<file path="config.mk">
export PLATFORM = sky130hd
export DESIGN_NAME = ssp_program_port
export DESIGN_NICKNAME = d
export VERILOG_FILES = /design/src/core/ssp_pkg.sv /design/src/core/ssp_sync2.sv /design/src/core/ssp_program_port.sv
export SDC_FILE = /design/constraint.sdc
export NUM_CORES = 1
export LEC_CHECK = 0
export ABC_AREA = 1
export BUFFER_PORTS_ARGS = -buffer_cell sky130_fd_sc_hd__buf_2
export CAP_MARGIN = 20
export CORE_ASPECT_RATIO = 0.5
export CORE_MARGIN = 2
export CORE_UTILIZATION = 50
export CTS_CLUSTER_DIAMETER = 150
export DETAILED_ROUTE_END_ITERATION = 10
export GPL_TIMING_DRIVEN = 0
export HOLD_SLACK_MARGIN = 0.15
export PLACE_DENSITY = 0.75
export SYNTH_ARGS = -nofsm -noshare
export SYNTH_HDL_FRONTEND = slang
export SYNTH_SLANG_ARGS = --single-unit
</file>
<file path="constraint.sdc">
create_clock -name ref_clk -period 1.8 [get_ports ref_clk]
set_input_delay 0.36 -clock ref_clk [delete_from_list [all_inputs] [get_ports ref_clk]]
set_output_delay 0.36 -clock ref_clk [all_outputs]
set_load 0.01 [all_outputs]
</file>
<file path="src/core/ssp_pkg.sv">
/*
 Shared constants for the serial program port: program word field layout,
 divisor codes and reset values.
 Assumes nothing of its surroundings.
*/
package ssp_pkg;
  localparam int unsigned WORD_W     = 32;
  localparam int unsigned DIV_W      = 6;
  // field positions, first shifted field at the top
  localparam int unsigned PRE_HI     = 31;
  localparam int unsigned PRE_LO     = 28;
  localparam int unsigned QP_HI      = 27;
  localparam int unsigned QP_LO      = 23;
  localparam int unsigned QPM_HI     = 22;
  localparam int unsigned QPM_LO     = 18;
  localparam int unsigned DSEL_HI    = 17;
  localparam int unsigned DSEL_LO    = 14;
  localparam int unsigned MFG_HI     = 13;
  localparam int unsigned MFG_LO     = 11;
  localparam int unsigned PDIV_HI    = 10;
  localparam int unsigned PDIV_LO    = 6;
  localparam int unsigned NSEL_HI    = 5;
  localparam int unsigned NSEL_LO    = 3;
  localparam int unsigned MSEL_HI    = 2;
  localparam int unsigned MSEL_LO    = 0;
  // post-divider code bands
  localparam logic [4:0] PD_CODE_ONE   = 5'h00;
  localparam logic [4:0] PD_CODE_THREE = 5'h01;
  localparam logic [4:0] PD_BAND2      = 5'h10;
  localparam logic [4:0] PD_BAND4      = 5'h18;
  localparam logic [5:0] PD_DIV_ONE    = 6'h01;
  localparam logic [5:0] PD_DIV_THREE  = 6'h03;
  localparam logic [5:0] PD_BASE2      = 6'h10;
  localparam logic [5:0] PD_BASE4      = 6'h20;
  // wrapper divisors
  localparam logic [5:0] WD_14 = 6'h0e;
  localparam logic [5:0] WD_15 = 6'h0f;
  localparam logic [5:0] WD_16 = 6'h10;
  localparam logic [5:0] WD_17 = 6'h11;
  localparam logic [5:0] WD_18 = 6'h12;
  localparam logic [5:0] WD_31 = 6'h1f;
  localparam logic [5:0] WD_32 = 6'h20;
  // reset values
  localparam logic [31:0] WORD_RST = 32'h0000_0000;
  localparam logic [5:0]  CNT_RST  = 6'h00;
  localparam logic [5:0]  DIV_ONE  = 6'h01;
endpackage

</file>
<file path="src/core/ssp_sync2.sv">
/*
 Two-flop synchroniser for one asynchronous level.
 Assumes the input is quasi-static relative to ref_clk.
*/
`timescale 1ns/10ps
`default_nettype none
module ssp_sync2
(
  // clock and reset
  input  wire logic ref_clk,
  input  wire logic reset_n,
  // level
  input  wire logic asyncIn,
  output var  logic syncOut
);
  logic stage1Reg;

  always_ff @(posedge ref_clk or negedge reset_n)
  begin
    if (!reset_n)
    begin
      stage1Reg <= 1'b0;
      syncOut   <= 1'b0;
    end
    else
    begin
      stage1Reg <= asyncIn;
      syncOut   <= stage1Reg;
    end
  end
endmodule
`default_nettype wire

</file>
<file path="src/core/ssp_program_port.sv">
/*
 Serial program port of a fractional-N synthesizer: shifts a 32-bit word,
 applies it on select fall, decodes wrapper and post-divider fields,
 divides the 20 MHz stand-in wrapper clock and reports lock.
 Assumes pins and analog lock flags are asynchronous to ref_clk.
*/
// Operation
// - numerator select decodes to 16,16,18,17,31,14,32,15
// - post-divider code decodes to 1,3, binary, steps of 2, steps of 4
// - output clock is the wrapper clock divided by the post-divider ratio; at ratio 1 it stays high
// - only rising edges are placed; duty cycle is not kept at half
// - one data bit is captured per serial clock rising edge
// - select low: serial data and clock are ignored, nothing shifts
// - select high: each captured bit shifts into the program register
// - select falling edge starts acquisition with the last shifted word
// - each field goes most significant bit first
// - field order: preamble, high gate, low gate, divide, maker, post, num, den
// - denominator select decodes with the numerator mapping
// - lock output high only while both loops are declared locked
`timescale 1ns/10ps
`default_nettype none
module ssp_program_port
(
  // clock and reset
  input  wire logic                    ref_clk,
  input  wire logic                    reset_n,
  // serial pins
  input  wire logic                    serialProgClock,
  input  wire logic                    serialProgDataIn,
  input  wire logic                    serialProgSelect,
  // loop lock flags
  input  wire logic                    fracPllLocked,
  input  wire logic                    wrapPllLocked,
  // applied program
  output var  logic [ssp_pkg::WORD_W-1:0] programWord,
  output var  logic [4:0]              highCountGatingValue,
  output var  logic [4:0]              lowCountGatingValue,
  output var  logic [3:0]              divideSelect,
  output var  logic [ssp_pkg::DIV_W-1:0] numeratorDivisor,
  output var  logic [ssp_pkg::DIV_W-1:0] denominatorDivisor,
  output var  logic [ssp_pkg::DIV_W-1:0] postDivisor,
  // status and clock
  output var  logic                    acquireStart,
  output var  logic                    lockOut,
  output var  logic                    diffClockOutP,
  output var  logic                    diffClockOutN
);
  import ssp_pkg::*;

  logic sckSync, sdiSync, selSync, fracSync, wrapSync;
  logic sckPrevReg, selPrevReg;
  logic [WORD_W-1:0] shiftReg, shift_next;
  logic [DIV_W-1:0]  cntReg, cnt_next;

  // pins and lock flags are asynchronous: two flops each
  ssp_sync2 uSck (.ref_clk(ref_clk), .reset_n(reset_n), .asyncIn(serialProgClock),
                  .syncOut(sckSync));
  ssp_sync2 uSdi (.ref_clk(ref_clk), .reset_n(reset_n), .asyncIn(serialProgDataIn),
                  .syncOut(sdiSync));
  ssp_sync2 uSel (.ref_clk(ref_clk), .reset_n(reset_n), .asyncIn(serialProgSelect),
                  .syncOut(selSync));
  ssp_sync2 uFrl (.ref_clk(ref_clk), .reset_n(reset_n), .asyncIn(fracPllLocked),
                  .syncOut(fracSync));
  ssp_sync2 uWrl (.ref_clk(ref_clk), .reset_n(reset_n), .asyncIn(wrapPllLocked),
                  .syncOut(wrapSync));

  // wrapper divisor decode, shared by numerator and denominator
  function automatic logic [DIV_W-1:0] wrapDecode(input logic [2:0] code);
    logic [DIV_W-1:0] d;
    d = WD_16;
    unique case (code)
      3'h0, 3'h1: d = WD_16;
      3'h2:       d = WD_18;
      3'h3:       d = WD_17;
      3'h4:       d = WD_31;
      3'h5:       d = WD_14;
      3'h6:       d = WD_32;
      3'h7:       d = WD_15;
    endcase
    return d;
  endfunction

  // post divider decode; offset within a band is the low three code bits
  function automatic logic [DIV_W-1:0] postDecode(input logic [4:0] code);
    logic [DIV_W-1:0] d;
    d = {1'b0, code};
    if (code == PD_CODE_ONE)
      d = PD_DIV_ONE;
    else if (code == PD_CODE_THREE)
      d = PD_DIV_THREE;
    else if (code >= PD_BAND4)
      d = PD_BASE4 + {1'b0, code[2:0], 2'b00};
    else if (code >= PD_BAND2)
      d = PD_BASE2 + {2'b00, code[2:0], 1'b0};
    return d;
  endfunction

  // edge detection on synchronised pins
  wire sckRise = sckSync & ~sckPrevReg;
  wire selFall = ~selSync & selPrevReg;
  wire doShift = sckRise & selSync;
  assign shift_next = doShift ? {shiftReg[WORD_W-2:0], sdiSync} : shiftReg;

  // applied word decode
  wire [2:0] nSelNew = shiftReg[NSEL_HI:NSEL_LO];
  wire [2:0] mSelNew = shiftReg[MSEL_HI:MSEL_LO];
  wire [4:0] pSelNew = shiftReg[PDIV_HI:PDIV_LO];

  // post divider: one high cycle per period
  wire cntWrap = (cntReg >= postDivisor - DIV_ONE);
  assign cnt_next = cntWrap ? CNT_RST : cntReg + DIV_ONE;

  // shift register and edge history
  always_ff @(posedge ref_clk or negedge reset_n)
  begin
    if (!reset_n)
    begin
      sckPrevReg <= 1'b0;
      selPrevReg <= 1'b0;
      shiftReg   <= WORD_RST;
    end
    else
    begin
      sckPrevReg <= sckSync;
      selPrevReg <= selSync;
      shiftReg   <= shift_next;
    end
  end

  // program applied on select fall
  always_ff @(posedge ref_clk or negedge reset_n)
  begin
    if (!reset_n)
    begin
      programWord          <= WORD_RST;
      highCountGatingValue <= WORD_RST[4:0];
      lowCountGatingValue  <= WORD_RST[4:0];
      divideSelect         <= WORD_RST[3:0];
      numeratorDivisor     <= WD_16;
      denominatorDivisor   <= WD_16;
      postDivisor          <= DIV_ONE;
      acquireStart         <= 1'b0;
    end
    else
    begin
      acquireStart <= selFall;
      if (selFall)
      begin
        programWord          <= shiftReg;
        highCountGatingValue <= shiftReg[QP_HI:QP_LO];
        lowCountGatingValue  <= shiftReg[QPM_HI:QPM_LO];
        divideSelect         <= shiftReg[DSEL_HI:DSEL_LO];
        numeratorDivisor     <= wrapDecode(nSelNew);
        denominatorDivisor   <= wrapDecode(mSelNew);
        postDivisor          <= postDecode(pSelNew);
      end
    end
  end

  // divided clock and lock; lock stays low while a program loads
  always_ff @(posedge ref_clk or negedge reset_n)
  begin
    if (!reset_n)
    begin
      cntReg        <= CNT_RST;
      diffClockOutP <= 1'b0;
      diffClockOutN <= 1'b1;
      lockOut       <= 1'b0;
    end
    else
    begin
      cntReg        <= selFall ? CNT_RST : cnt_next;
      diffClockOutP <= cntWrap;
      diffClockOutN <= ~cntWrap;
      lockOut       <= fracSync & wrapSync & ~selFall & ~selSync;
    end
  end
endmodule
`default_nettype wire

</file>
# Word level (Yosys, flattened, before mapping)
# Memories as Yosys holds them, arrays and structs flattened. A register that Yosys moved wholly into a read port is not among the register bits.
# Index checks and enable logic that the tools add are counted.
dict set report classes {
  addsub 4
  n_lt_le_gt_ge 3
  eq_ne 1
  n_mux 6
  bitwise 10
  n_reduce_logical 3
}
# cell n
set op_table {}
lappend op_table {{6-bit 2-to-1 mux} 6}
lappend op_table {{5-bit greater-or-equal comparator, second input constant} 2}
lappend op_table {{5-bit by 4-bit adder with 6-bit output, first input constant} 1}
lappend op_table {{6-bit by 1-bit adder with 6-bit output, second input constant} 1}
lappend op_table {{6-bit by 5-bit adder with 6-bit output, first input constant} 1}
lappend op_table {{1-bit bitwise AND} 6}
lappend op_table {{6-bit greater-or-equal comparator} 1}
lappend op_table {{6-bit by 1-bit subtractor with 6-bit output, second input constant} 1}
lappend op_table {{5-bit by 1-bit == test with 1-bit output, second input constant} 1}
lappend op_table {{5-bit logical NOT} 1}
lappend op_table {{1-bit NOT} 4}
lappend op_table {{1-bit logical NOT} 2}
dict set report word_totals {
  register_bits 106
  romBits 96
  output_inout_bits 68
  wordCells 52
  n_memories 2
}
# memory depth width rd rd_clocked_by_memory_dff write_ports line_no
set memory_table {}
lappend memory_table {{(no name shown)} 8 6 1 1 0 ssp_program_port.sv:71} ;# unique case (code)
lappend memory_table {{(no name shown)} 8 6 1 1 0 ssp_program_port.sv:71}

# Longest topological paths before layout
# Gate-level depths: netlist of the first run.
dict set report depth {
  word_depth 5
  mapped_depth 11
}

# Modules after synthesis
# From an unflattened synthesis of the first run, not the netlist that was laid out.
dict set report hier_totals {
  cells_unflattened 427
  hier_area_um2 4217.8
}
# mod instances cells_per_inst area_each_um2
set by_module_without_submodules {}
lappend by_module_without_submodules {ssp_program_port 1 417 3967.6}
lappend by_module_without_submodules {ssp_sync2 5 2 50.0}

# Least setup slack after synthesis of the first run
# OpenSTA, ideal clock, no wires.
dict set report synth_path {
  path_type {reg2reg}
  start {register postDivisor[0] in the netlist's numbering}
  end {register cntReg[0]}
  arrival_ps 1888
  required_time_ps 1727
  path_slack_ps -160
  path_stages_with_launch 12
  path_buffers 0
  synth_period_minus_slack_ps 1960
  cell_sequence {dfstp_2 > inv_1 > ha_1 > nand3_1 > xor2_1 > inv_1 > ha_1 > nand2_1 > inv_1 > a21oi_1 > nand3_2 > nor2_1}
}
dict set report synth_between {
  elab_chain_len 4
}
# item line_no
set synth_rtl {}
lappend synth_rtl {{start: declaration} ssp_program_port.sv:41} ;# output var logic [ssp_pkg::DIV_W-1:0] postDivisor,
lappend synth_rtl {{start signal: assignment} ssp_program_port.sv:155} ;# postDivisor <= postDecode(pSelNew);
lappend synth_rtl {{6-bit by 1-bit subtractor with 6-bit output} ssp_program_port.sv:110} ;# wire cntWrap = (cntReg >= postDivisor - DIV_ONE);
lappend synth_rtl {{6-bit greater-or-equal comparator} ssp_program_port.sv:110}
lappend synth_rtl {{6-bit 2-to-1 mux} ssp_program_port.sv:111} ;# assign cnt_next = cntWrap ? CNT_RST : cntReg + DIV_ONE;
lappend synth_rtl {{6-bit 2-to-1 mux} ssp_program_port.sv:172} ;# cntReg <= selFall ? CNT_RST : cnt_next;
lappend synth_rtl {{end signal: assignment} ssp_program_port.sv:172}
lappend synth_rtl {{end: declaration} ssp_program_port.sv:53} ;# logic [DIV_W-1:0] cntReg, cnt_next;
# No other way between the ends.
# A chain may end at the register's enable or synchronous reset.

# Worst setup path in the final report of the first run
dict set report layout_path {
  start {register postDivisor[0] in the netlist's numbering}
  end {register cntReg[1]}
}
# The elaborated chain is that of the path after synthesis.

==> results_dict.tcl, run 1 <==
set metrics [dict create \
    status "complete, but fails checks" \
    violations "setup timing" \
    fill_cells 645 \
    async_reset_ff_share_pct 100.0 \
    path_class "reg2reg" \
    setup_ws_ps -110.0 \
    netlist_area_um2 4218 \
    synth.distinct_cells 23 \
    holdCritStartpoint "uFrl.stage1Reg" \
    grt_start_max_net_pins 65 \
    tightest_slew_ps 507.3 \
    critical_path_arrival_ps 2140 \
    fp.dieH_um 68.95 \
    setup_violations 8 \
    routed_wl_mm 8.435 \
    rsz0062_at_grt "true" \
    regArea_um2 2557 \
    final_nets 546 \
    maxCapViolations 0 \
    max_freq_ghz 0.5236 \
    path_clk_slew_ps 60 \
    viasPerCell 4.745 \
    finalClockSkew_ps 5.733 \
    multi_input_area_um2 1318 \
    fin_util_pct 64.47 \
    r2r_end "cntReg[1]" \
    reg2reg_from "postDivisor[0]" \
    end_kind "register" \
    power_density_nw_per_um2 1108 \
    max_stage_delay_ps 540 \
    antenna_found_initial 0 \
    vdd_drop_max_mv 0.6801 \
    post-dp-hpwl_mm 5.646 \
    coreArea_um2 8087 \
    ys_warn_count 0 \
    reg2reg_depth 11 \
    synth-seq-cells 102 \
    synth_top_cell_area_share_pct 58.14 \
    min_path_type "reg2reg" \
    final_layout_size_suffix_gt1_share_pct 28.87 \
    avgRoutedWirePerCell_um 13.14 \
    dieArea_um2 9231 \
    reg2reg_slack_ps -110 \
    max_slew_margin_pct 66.18 \
    post-route-min-period_ps 1910 \
    crit_required_ps 2030 \
    crit_start "postDivisor[0]" \
    yosysMostFrequentCell "nand2_1" \
    maxSlewViolCount 0 \
    cts_buffers 9 \
    drt_iter0_drc 169 \
    hold_ws_ps 347.8 \
    syn-mean-instance-area_um2 9.878 \
    startpoint_type "register" \
    fin_crit_sh_pct 106.1 \
    first_global_vias 2721 \
    rows 23 \
    finalHoldViolCount 0 \
    synthTopCellsByArea "dfrtp_1, nand2_1, o21ai_1, inv_1, ha_1" \
    clkLatencyLatePin_ps 340 \
    yosysTopAreaCell "dfrtp_1" \
    area_growth_pct 23.61 \
    crit_slowest_cell "dfstp_2" \
    h-tree-depth 3 \
    synth_flop_cell "dfrtp_1" \
    cts_sinks 102 \
    n_antenna_cell 0 \
    start_util_pct 52.16 \
    power_w 0.005777 \
    critical_path.max_fanout 6 \
    critPathBufInv 2 \
    vias 3046 \
    p_leak_nw 2.663 \
    syn_nets 448 \
    drc_errors 0 \
    gp_congestion 0.8313 \
    synth_edf_count 0 \
    crit_family "simple AND/OR/NAND/NOR gates" \
    root_buffer "clkbuf_16" \
    yosysSeqAreaShare_pct 60.63 \
    ant_nets 0 \
    syn_inst 427 \
    cts_tree "built" \
    clock_path_buffers 2 \
    crit_chain "inv_2, ha_4, nand3_2, xor2_1, inv_1, ha_4, nand2_2, nor2_1, nand2_2, nand3_4, nor2_2" \
    grt.total_usage_pct 18.97 \
    grt_pass1_wl_mm 13.19 \
    die_w_um 133.9 \
    firstDrtPassIters 4 \
    synth_commonest_cells "nand2_1, dfrtp_1, o21ai_1" \
    num_io_pins 75 \
    hold_path_end "uFrl.syncOut" \
    placement.io_buffers 74 \
    holdPathStages 0 \
    overflow 0 \
]
-- routing by layer --
layer | vias up | track usage (%) | share of wire, %
li1 | 1524 | - | -
met1 | 1436 | 25.79 | 47
met2 | 77 | 29.62 | 46
met3 | 9 | 5.994 | 5.6
met4 | 0 | 5.851 | 0.98
met5 | - | 0 | 0
-- layout make-up --
cell class | count | area share (%)
flip-flops and latches | 102 | 49.05
repair buffers | 87 | 9.695
clock inverters | 2 | 0.1920
clock buffers | 14 | 4.872
well taps | 112 | 2.688
inverters | 51 | 3.720
plain buffers | 31 | 4.512
multi-input cells | 243 | 25.27
-- layout by cell type, fill, tap and decap left out, drive strengths merged, types with 5 or more instances in the layout --
| master | synthesis | routed |
|---|---|---|
| clkbuf | 0 | 14 |
| inv | 51 | 51 |
| ha | 14 | 14 |
| dfrtp | 98 | 98 |
| nand3 | 9 | 9 |
| dlygate4sd3 | 0 | 6 |
| o21ai | 75 | 75 |
| buf | 31 | 112 |
| xor2 | 5 | 5 |
| nor2 | 22 | 22 |
| nand2 | 106 | 106 |
-- cells by family after synthesis --
| logic type | Yosys count | share of synthesized area [%] |
|---|---|---|
| xor gates and xnor gates | 7 | 1.454 |
| and+or+nand+nor | 139 | 13.35 |
| AOI/OAI and AO/OA | 83 | 10.23 |
| DFF | 102 | 60.63 |
| adders and majority gates | 14 | 4.153 |
| buffers and inverters | 82 | 10.17 |
-- stage by stage --
stage / TNS (ps) / cells / setup slack [ps] / cell area [µm²]
6_report: -668.6 / 642 / -110.0 / 5214
5_1_grt: -1568 / 642 / -233.9 / 5214
4_1_cts: -718.8 / 639 / -138.5 / 5129
3_5_place_dp: -921.8 / 614 / -167.5 / 4780
3_3_place_gp: -69910 / 613 / -709.5 / 4750
2_1_floorplan: 0 / 427 / 1.422 / 4239
-- where the power goes --
group / internal [W] / leakage [nW] / switching, W
clock: 0.000973 / 0.131 / 0.000792
sequential: 0.00254 / 1.35 / 0.000172
combinational: 0.000550 / 1.18 / 0.000753
-- timing repair --
action	4_1_cts	5_1_grt
endpoints found under the setup margin	8	8
resized for setup	1	18
pin swaps	2	13
buffers inserted	3	3
hold buffers	6	0
endpoints found under the hold margin	43	0
-- state kept, by name, indices dropped and copies added (netlist names), 5 cells and up --
signal and cells:
numeratorDivisor 5, cntReg 6, postDivisor 6, shiftReg 32, denominatorDivisor 5, programWord 32
-- worst max-delay path by stage --
stage,slack (ps),endpoint,cells past startpoint
final,-110,cntReg[1],11
after global routing,-230,cntReg[1],11
after CTS,-140,cntReg[1],11
after detailed placement,-170,cntReg[1],11
after global placement,-710,diffClockOutP,1
after floorplan,1,cntReg[0],11
Note: power is estimated with default switching activity, not from simulation.
==> run 2, diff against run 1 <==
--- a/config.mk
+++ b/config.mk
@@ -16,6 +16,7 @@
 export GPL_TIMING_DRIVEN = 0
 export HOLD_SLACK_MARGIN = 0.15
 export PLACE_DENSITY = 0.75
+export REMOVE_ABC_BUFFERS = 1
 export SYNTH_ARGS = -nofsm -noshare
 export SYNTH_HDL_FRONTEND = slang
 export SYNTH_SLANG_ARGS = --single-unit
==> results_dict.tcl, run 2 (synthesis results as in run 1) <==
set metrics [dict create \
    first_global_vias 2587 \
    reg_top3 "programWord x32, shiftReg x32" \
    avgRoutedWirePerCell_um 12.16 \
    clkLatencyLatePin_ps 340 \
    rsz0062_at_grt "true" \
    fp.dieH_um 68.95 \
    final_nets 519 \
    cts_buffers 9 \
    n_antenna_cell 0 \
    min_path_type "reg2reg" \
    setup_ws_ps -103.4 \
    startpoint_type "register" \
    maxSlewViolCount 0 \
    rows 23 \
    max_slew_margin_pct 55.61 \
    grt_start_max_net_pins 74 \
    critical_path_arrival_ps 2170 \
    grt.total_usage_pct 17.38 \
    root_buffer "clkbuf_16" \
    placement.io_buffers 74 \
    viasPerCell 4.629 \
    final_layout_size_suffix_gt1_share_pct 26.04 \
    dieArea_um2 9231 \
    pre_cts_slack_ps -358.0 \
    p_leak_nw 2.538 \
    final_cell_area_um2 5036 \
    h-tree-depth 3 \
    drt_iter0_drc 189 \
    ant_nets 0 \
    crit_start "postDivisor[0]" \
    start_util_pct 52.16 \
    crit_end "cntReg[1]" \
    reg2reg_slack_ps -100 \
    end_kind "register" \
    reg2reg_depth 11 \
    holdCritStartpoint "uSck.stage1Reg" \
    clock_path_buffers 2 \
    violations "setup timing" \
    final_common_cell "nand2_1" \
    tightest_slew_ps 665.8 \
    overflow 0 \
    post-route-min-period_ps 1903 \
    post-dp-hpwl_mm 4.639 \
    maxCapViolations 0 \
    vias 2847 \
    coreArea_um2 8087 \
    path_clk_slew_ps 70 \
    crit_required_ps 2070 \
    firstDrtPassIters 4 \
    critical_path.max_fanout 6 \
    vdd_drop_max_mv 0.4925 \
    fin_crit_sh_pct 105.7 \
    cts_tree "built" \
    r2r_end "cntReg[1]" \
    layout_common_cells "nand2_1, dfrtp_1, buf_2" \
    die_w_um 133.9 \
    holdPathStages 0 \
    cts_sinks 102 \
    finalHoldViolCount 0 \
    num_io_pins 75 \
    drc_errors 0 \
    power_density_nw_per_um2 1155 \
    antenna_found_initial 0 \
    grt_pass1_wl_mm 12.18 \
    path_class "reg2reg" \
    status "complete, but fails checks" \
    power_w 0.005815 \
    routed_wl_mm 7.479 \
    gp_congestion 0.7827 \
    placed_cells 583 \
    fin_cells 615 \
    max_freq_ghz 0.5254 \
    placed_area_um2 4523 \
    area_growth_pct 19.40 \
    reg2reg_from "postDivisor[0]" \
    setup_violations 8 \
    finalClockSkew_ps 5.922 \
    tns_ps -626.2 \
]
run 2: changes by cell type in the layout (fill, tap and decap cells not counted), moves of 2 or more:
cell      delta
clkbuf_1     -4
buf_4       -18
buf_2        -5
nand2_2      -2
buf_6        -4
inv_6        +2
run 2: worst min-delay path by stage:
stage              endpoint
2_1_floorplan  acquireStart
3_3_place_gp   uSel.syncOut
3_5_place_dp   uSck.syncOut
4_1_cts        uSck.syncOut
5_1_grt        uSck.syncOut
6_report       uSck.syncOut
run 2: metrics by stage:
stage                     utilization (%)  hold slack, ps
after floorplan                         -           64.41
after global placement              55.56           332.9
after detailed placement            55.93           329.9
after CTS                           60.89           349.9
after global routing                62.28           357.0
final                               62.28           349.1
run 2: area by class of cell:
class / count / area, µm²
Clock inverter: 7 / 48.80
Clock buffer: 9 / 225.2
Inverter: 51 / 201.4
Multi-Input combinational cell: 243 / 1328
Fill cell: 678 / 3050
Tap cell: 112 / 140.1
Timing Repair Buffer: 91 / 535.5
Sequential cell: 102 / 2557
run 2: metal layers:
metal  part of all wire (%)  wire length (µm)  global-route usage (%)  vias to the layer above
met1                     47              3503                   21.24                     1315
met3                    3.9               295                   5.848                       10
li1                       -                 -                       -                     1473
met4                    1.3                96                   6.782                        0
met5                      0                 0                       0                        -
met2                     48              3584                   29.36                       49
run 2: report_power, final:
part           switching (W)  total, W  internal, W  leakage [nW]
logic               0.000775   0.00134     0.000566          1.05
registers           0.000167   0.00270      0.00254          1.35
clock network       0.000831   0.00177     0.000941         0.136
total                0.00177   0.00582      0.00404          2.54
run 2: worst max-delay path, stage by stage, from the launching register on:
cell and delay, ps:
dfstp_2 540, inv_2 50, ha_4 150, nand3_2 70, xor2_1 140, inv_1 80, ha_4 220, nand2_4 80
inv_4 40, a21oi_4 170, nand3_4 160, nor2_1 130
run 2: timing repair:
item / CTS / global route
resized for setup: 10 / 20
buffers inserted: 5 / 5
cloned: 0 / 0
hold endpoints to repair: 36 / 0
hold buffers: 6 / 0
setup endpoints to repair: 9 / 10
pin swaps: 8 / 9
==> run 3, diff against run 2 <==
==> constraint.sdc (replaced) <==
create_clock -name ref_clk -period 1.7 [get_ports ref_clk]
set_input_delay 0.34 -clock ref_clk [delete_from_list [all_inputs] [get_ports ref_clk]]
set_output_delay 0.34 -clock ref_clk [all_outputs]
set_load 0.01 [all_outputs]
==> results_dict.tcl, run 3 (synthesis results as in run 1) <==
set metrics [dict create \
    status "complete, but fails checks" \
    violations "setup timing" \
    p_leak_nw 2.536 \
    first_global_vias 2587 \
    start_util_pct 52.16 \
    path_class "reg2reg" \
    fp.dieH_um 68.95 \
    drc_errors 0 \
    grt_start_max_net_pins 74 \
    viasPerCell 4.650 \
    root_buffer "clkbuf_16" \
    gp_congestion 0.7827 \
    finalHoldViolCount 0 \
    post-route-min-period_ps 1955 \
    reg2reg_depth 11 \
    overflow 0 \
    critical_path_arrival_ps 2230 \
    r2r_end "cntReg[1]" \
    vdd_drop_max_mv 0.5230 \
    grt.total_usage_pct 17.38 \
    firstDrtPassIters 4 \
    max_freq_ghz 0.5114 \
    tns_ps -1868 \
    min_path_type "reg2reg" \
    grt_pass1_wl_mm 12.18 \
    n_antenna_cell 0 \
    crit_start "postDivisor[0]" \
    clkLatencyLatePin_ps 340 \
    crit_required_ps 1970 \
    final_common_cell "nand2_1" \
    setup_violations 8 \
    end_kind "register" \
    reg2reg_from "postDivisor[0]" \
    clock_path_buffers 2 \
    rsz0062_at_grt "true" \
    cts_buffers 9 \
    regArea_um2 2559 \
    max_slew_margin_pct 55.33 \
    final_layout_size_suffix_gt1_share_pct 26.10 \
    fill_cells 673 \
    maxSlewViolCount 0 \
    dieArea_um2 9231 \
    avgRoutedWirePerCell_um 12.53 \
    area_growth_pct 19.64 \
    power_density_nw_per_um2 1223 \
    vias 2855 \
    routed_wl_mm 7.694 \
    die_w_um 133.9 \
    reg_top3 "programWord x32, shiftReg x32" \
    setup_ws_ps -255.4 \
    h-tree-depth 3 \
    placement.io_buffers 74 \
    cts_tree "built" \
    finalClockSkew_ps 5.935 \
    final_nets 518 \
    crit_end "cntReg[1]" \
    startpoint_type "register" \
    ant_nets 0 \
    reg2reg_slack_ps -260 \
    cts_sinks 102 \
    post-dp-hpwl_mm 4.639 \
    fin_util_pct 62.40 \
    multi_input_area_um2 1336 \
    tightest_slew_ps 670.0 \
    pre_cts_slack_ps -458.0 \
    drt_iter0_drc 228 \
    antenna_found_initial 0 \
    num_io_pins 75 \
    path_clk_slew_ps 70 \
    layout_common_cells "nand2_1, dfrtp_1, buf_2" \
    rows 23 \
    critical_path.max_fanout 6 \
    coreArea_um2 8087 \
    fin_crit_sh_pct 115.0 \
    maxCapViolations 0 \
]
## run 3: layout make-up
class | instances | area share [%]
Clock buffer | 9 | 4.463
Inverter | 51 | 4.042
Multi-Input combinational cell | 244 | 26.48
Timing Repair Buffer | 89 | 10.56
Tap cell | 112 | 2.777
Sequential cell | 102 | 50.71
Clock inverter | 7 | 0.9670
## run 3: report_power, final
group	switching [W]	internal [W]	total, W
Combinational	0.000829	0.000606	0.00144
Sequential	0.000178	0.00269	0.00286
Clock	0.000875	0.000996	0.00187
## run 3: per-layer routing
metal | vias to the layer above | GRT usage (%) | part of all wire (%) | wire length [µm]
li1 | 1473 | - | - | -
met1 | 1320 | 21.24 | 48 | 3687
met2 | 52 | 29.36 | 47 | 3609
met3 | 10 | 5.848 | 3.9 | 300
met4 | 0 | 6.782 | 1.2 | 96
met5 | - | 0 | 0 | 0
## run 3: repair_timing
item	4_1_cts	5_1_grt
endpoints found under the hold margin	36	0
pin swaps	8	11
setup buffers	5	3
setup endpoints to repair	41	12
gates resized for setup	12	19
gates cloned	0	1
hold buffers	6	0
## run 3: how the worst min path moves through the flow
stage          depth (start not counted)           end      startpoint
2_1_floorplan                          0  acquireStart         reset_n
3_3_place_gp                           0  uSel.syncOut  uSel.stage1Reg
3_5_place_dp                           1  uSck.syncOut         reset_n
4_1_cts                                0  uSck.syncOut  uSck.stage1Reg
5_1_grt                                0  uSck.syncOut  uSck.stage1Reg
6_report                               0  uSck.syncOut  uSck.stage1Reg
## run 3: through the flow
stage	hold WS, ps	cell area [µm²]	cells	power (W)
after CTS	349.9	4931	610	0.006015
after floorplan	44.41	3983	396	0.003607
after global placement	332.9	4493	582	0.003943
after detailed placement	309.9	4523	583	0.003995
after global routing	357.0	5046	614	0.006574
final	349.1	5046	614	0.006170
## run 3: critical path, cell delays in order, from the launching register on
cell,delay [ps]
dfstp_2,540
inv_2,50
ha_4,150
nand3_2,80
xor2_1,180
inv_1,90
ha_4,230
nand2_4,70
inv_2,50
a21oi_4,170
nand3_4,160
nor2_1,120
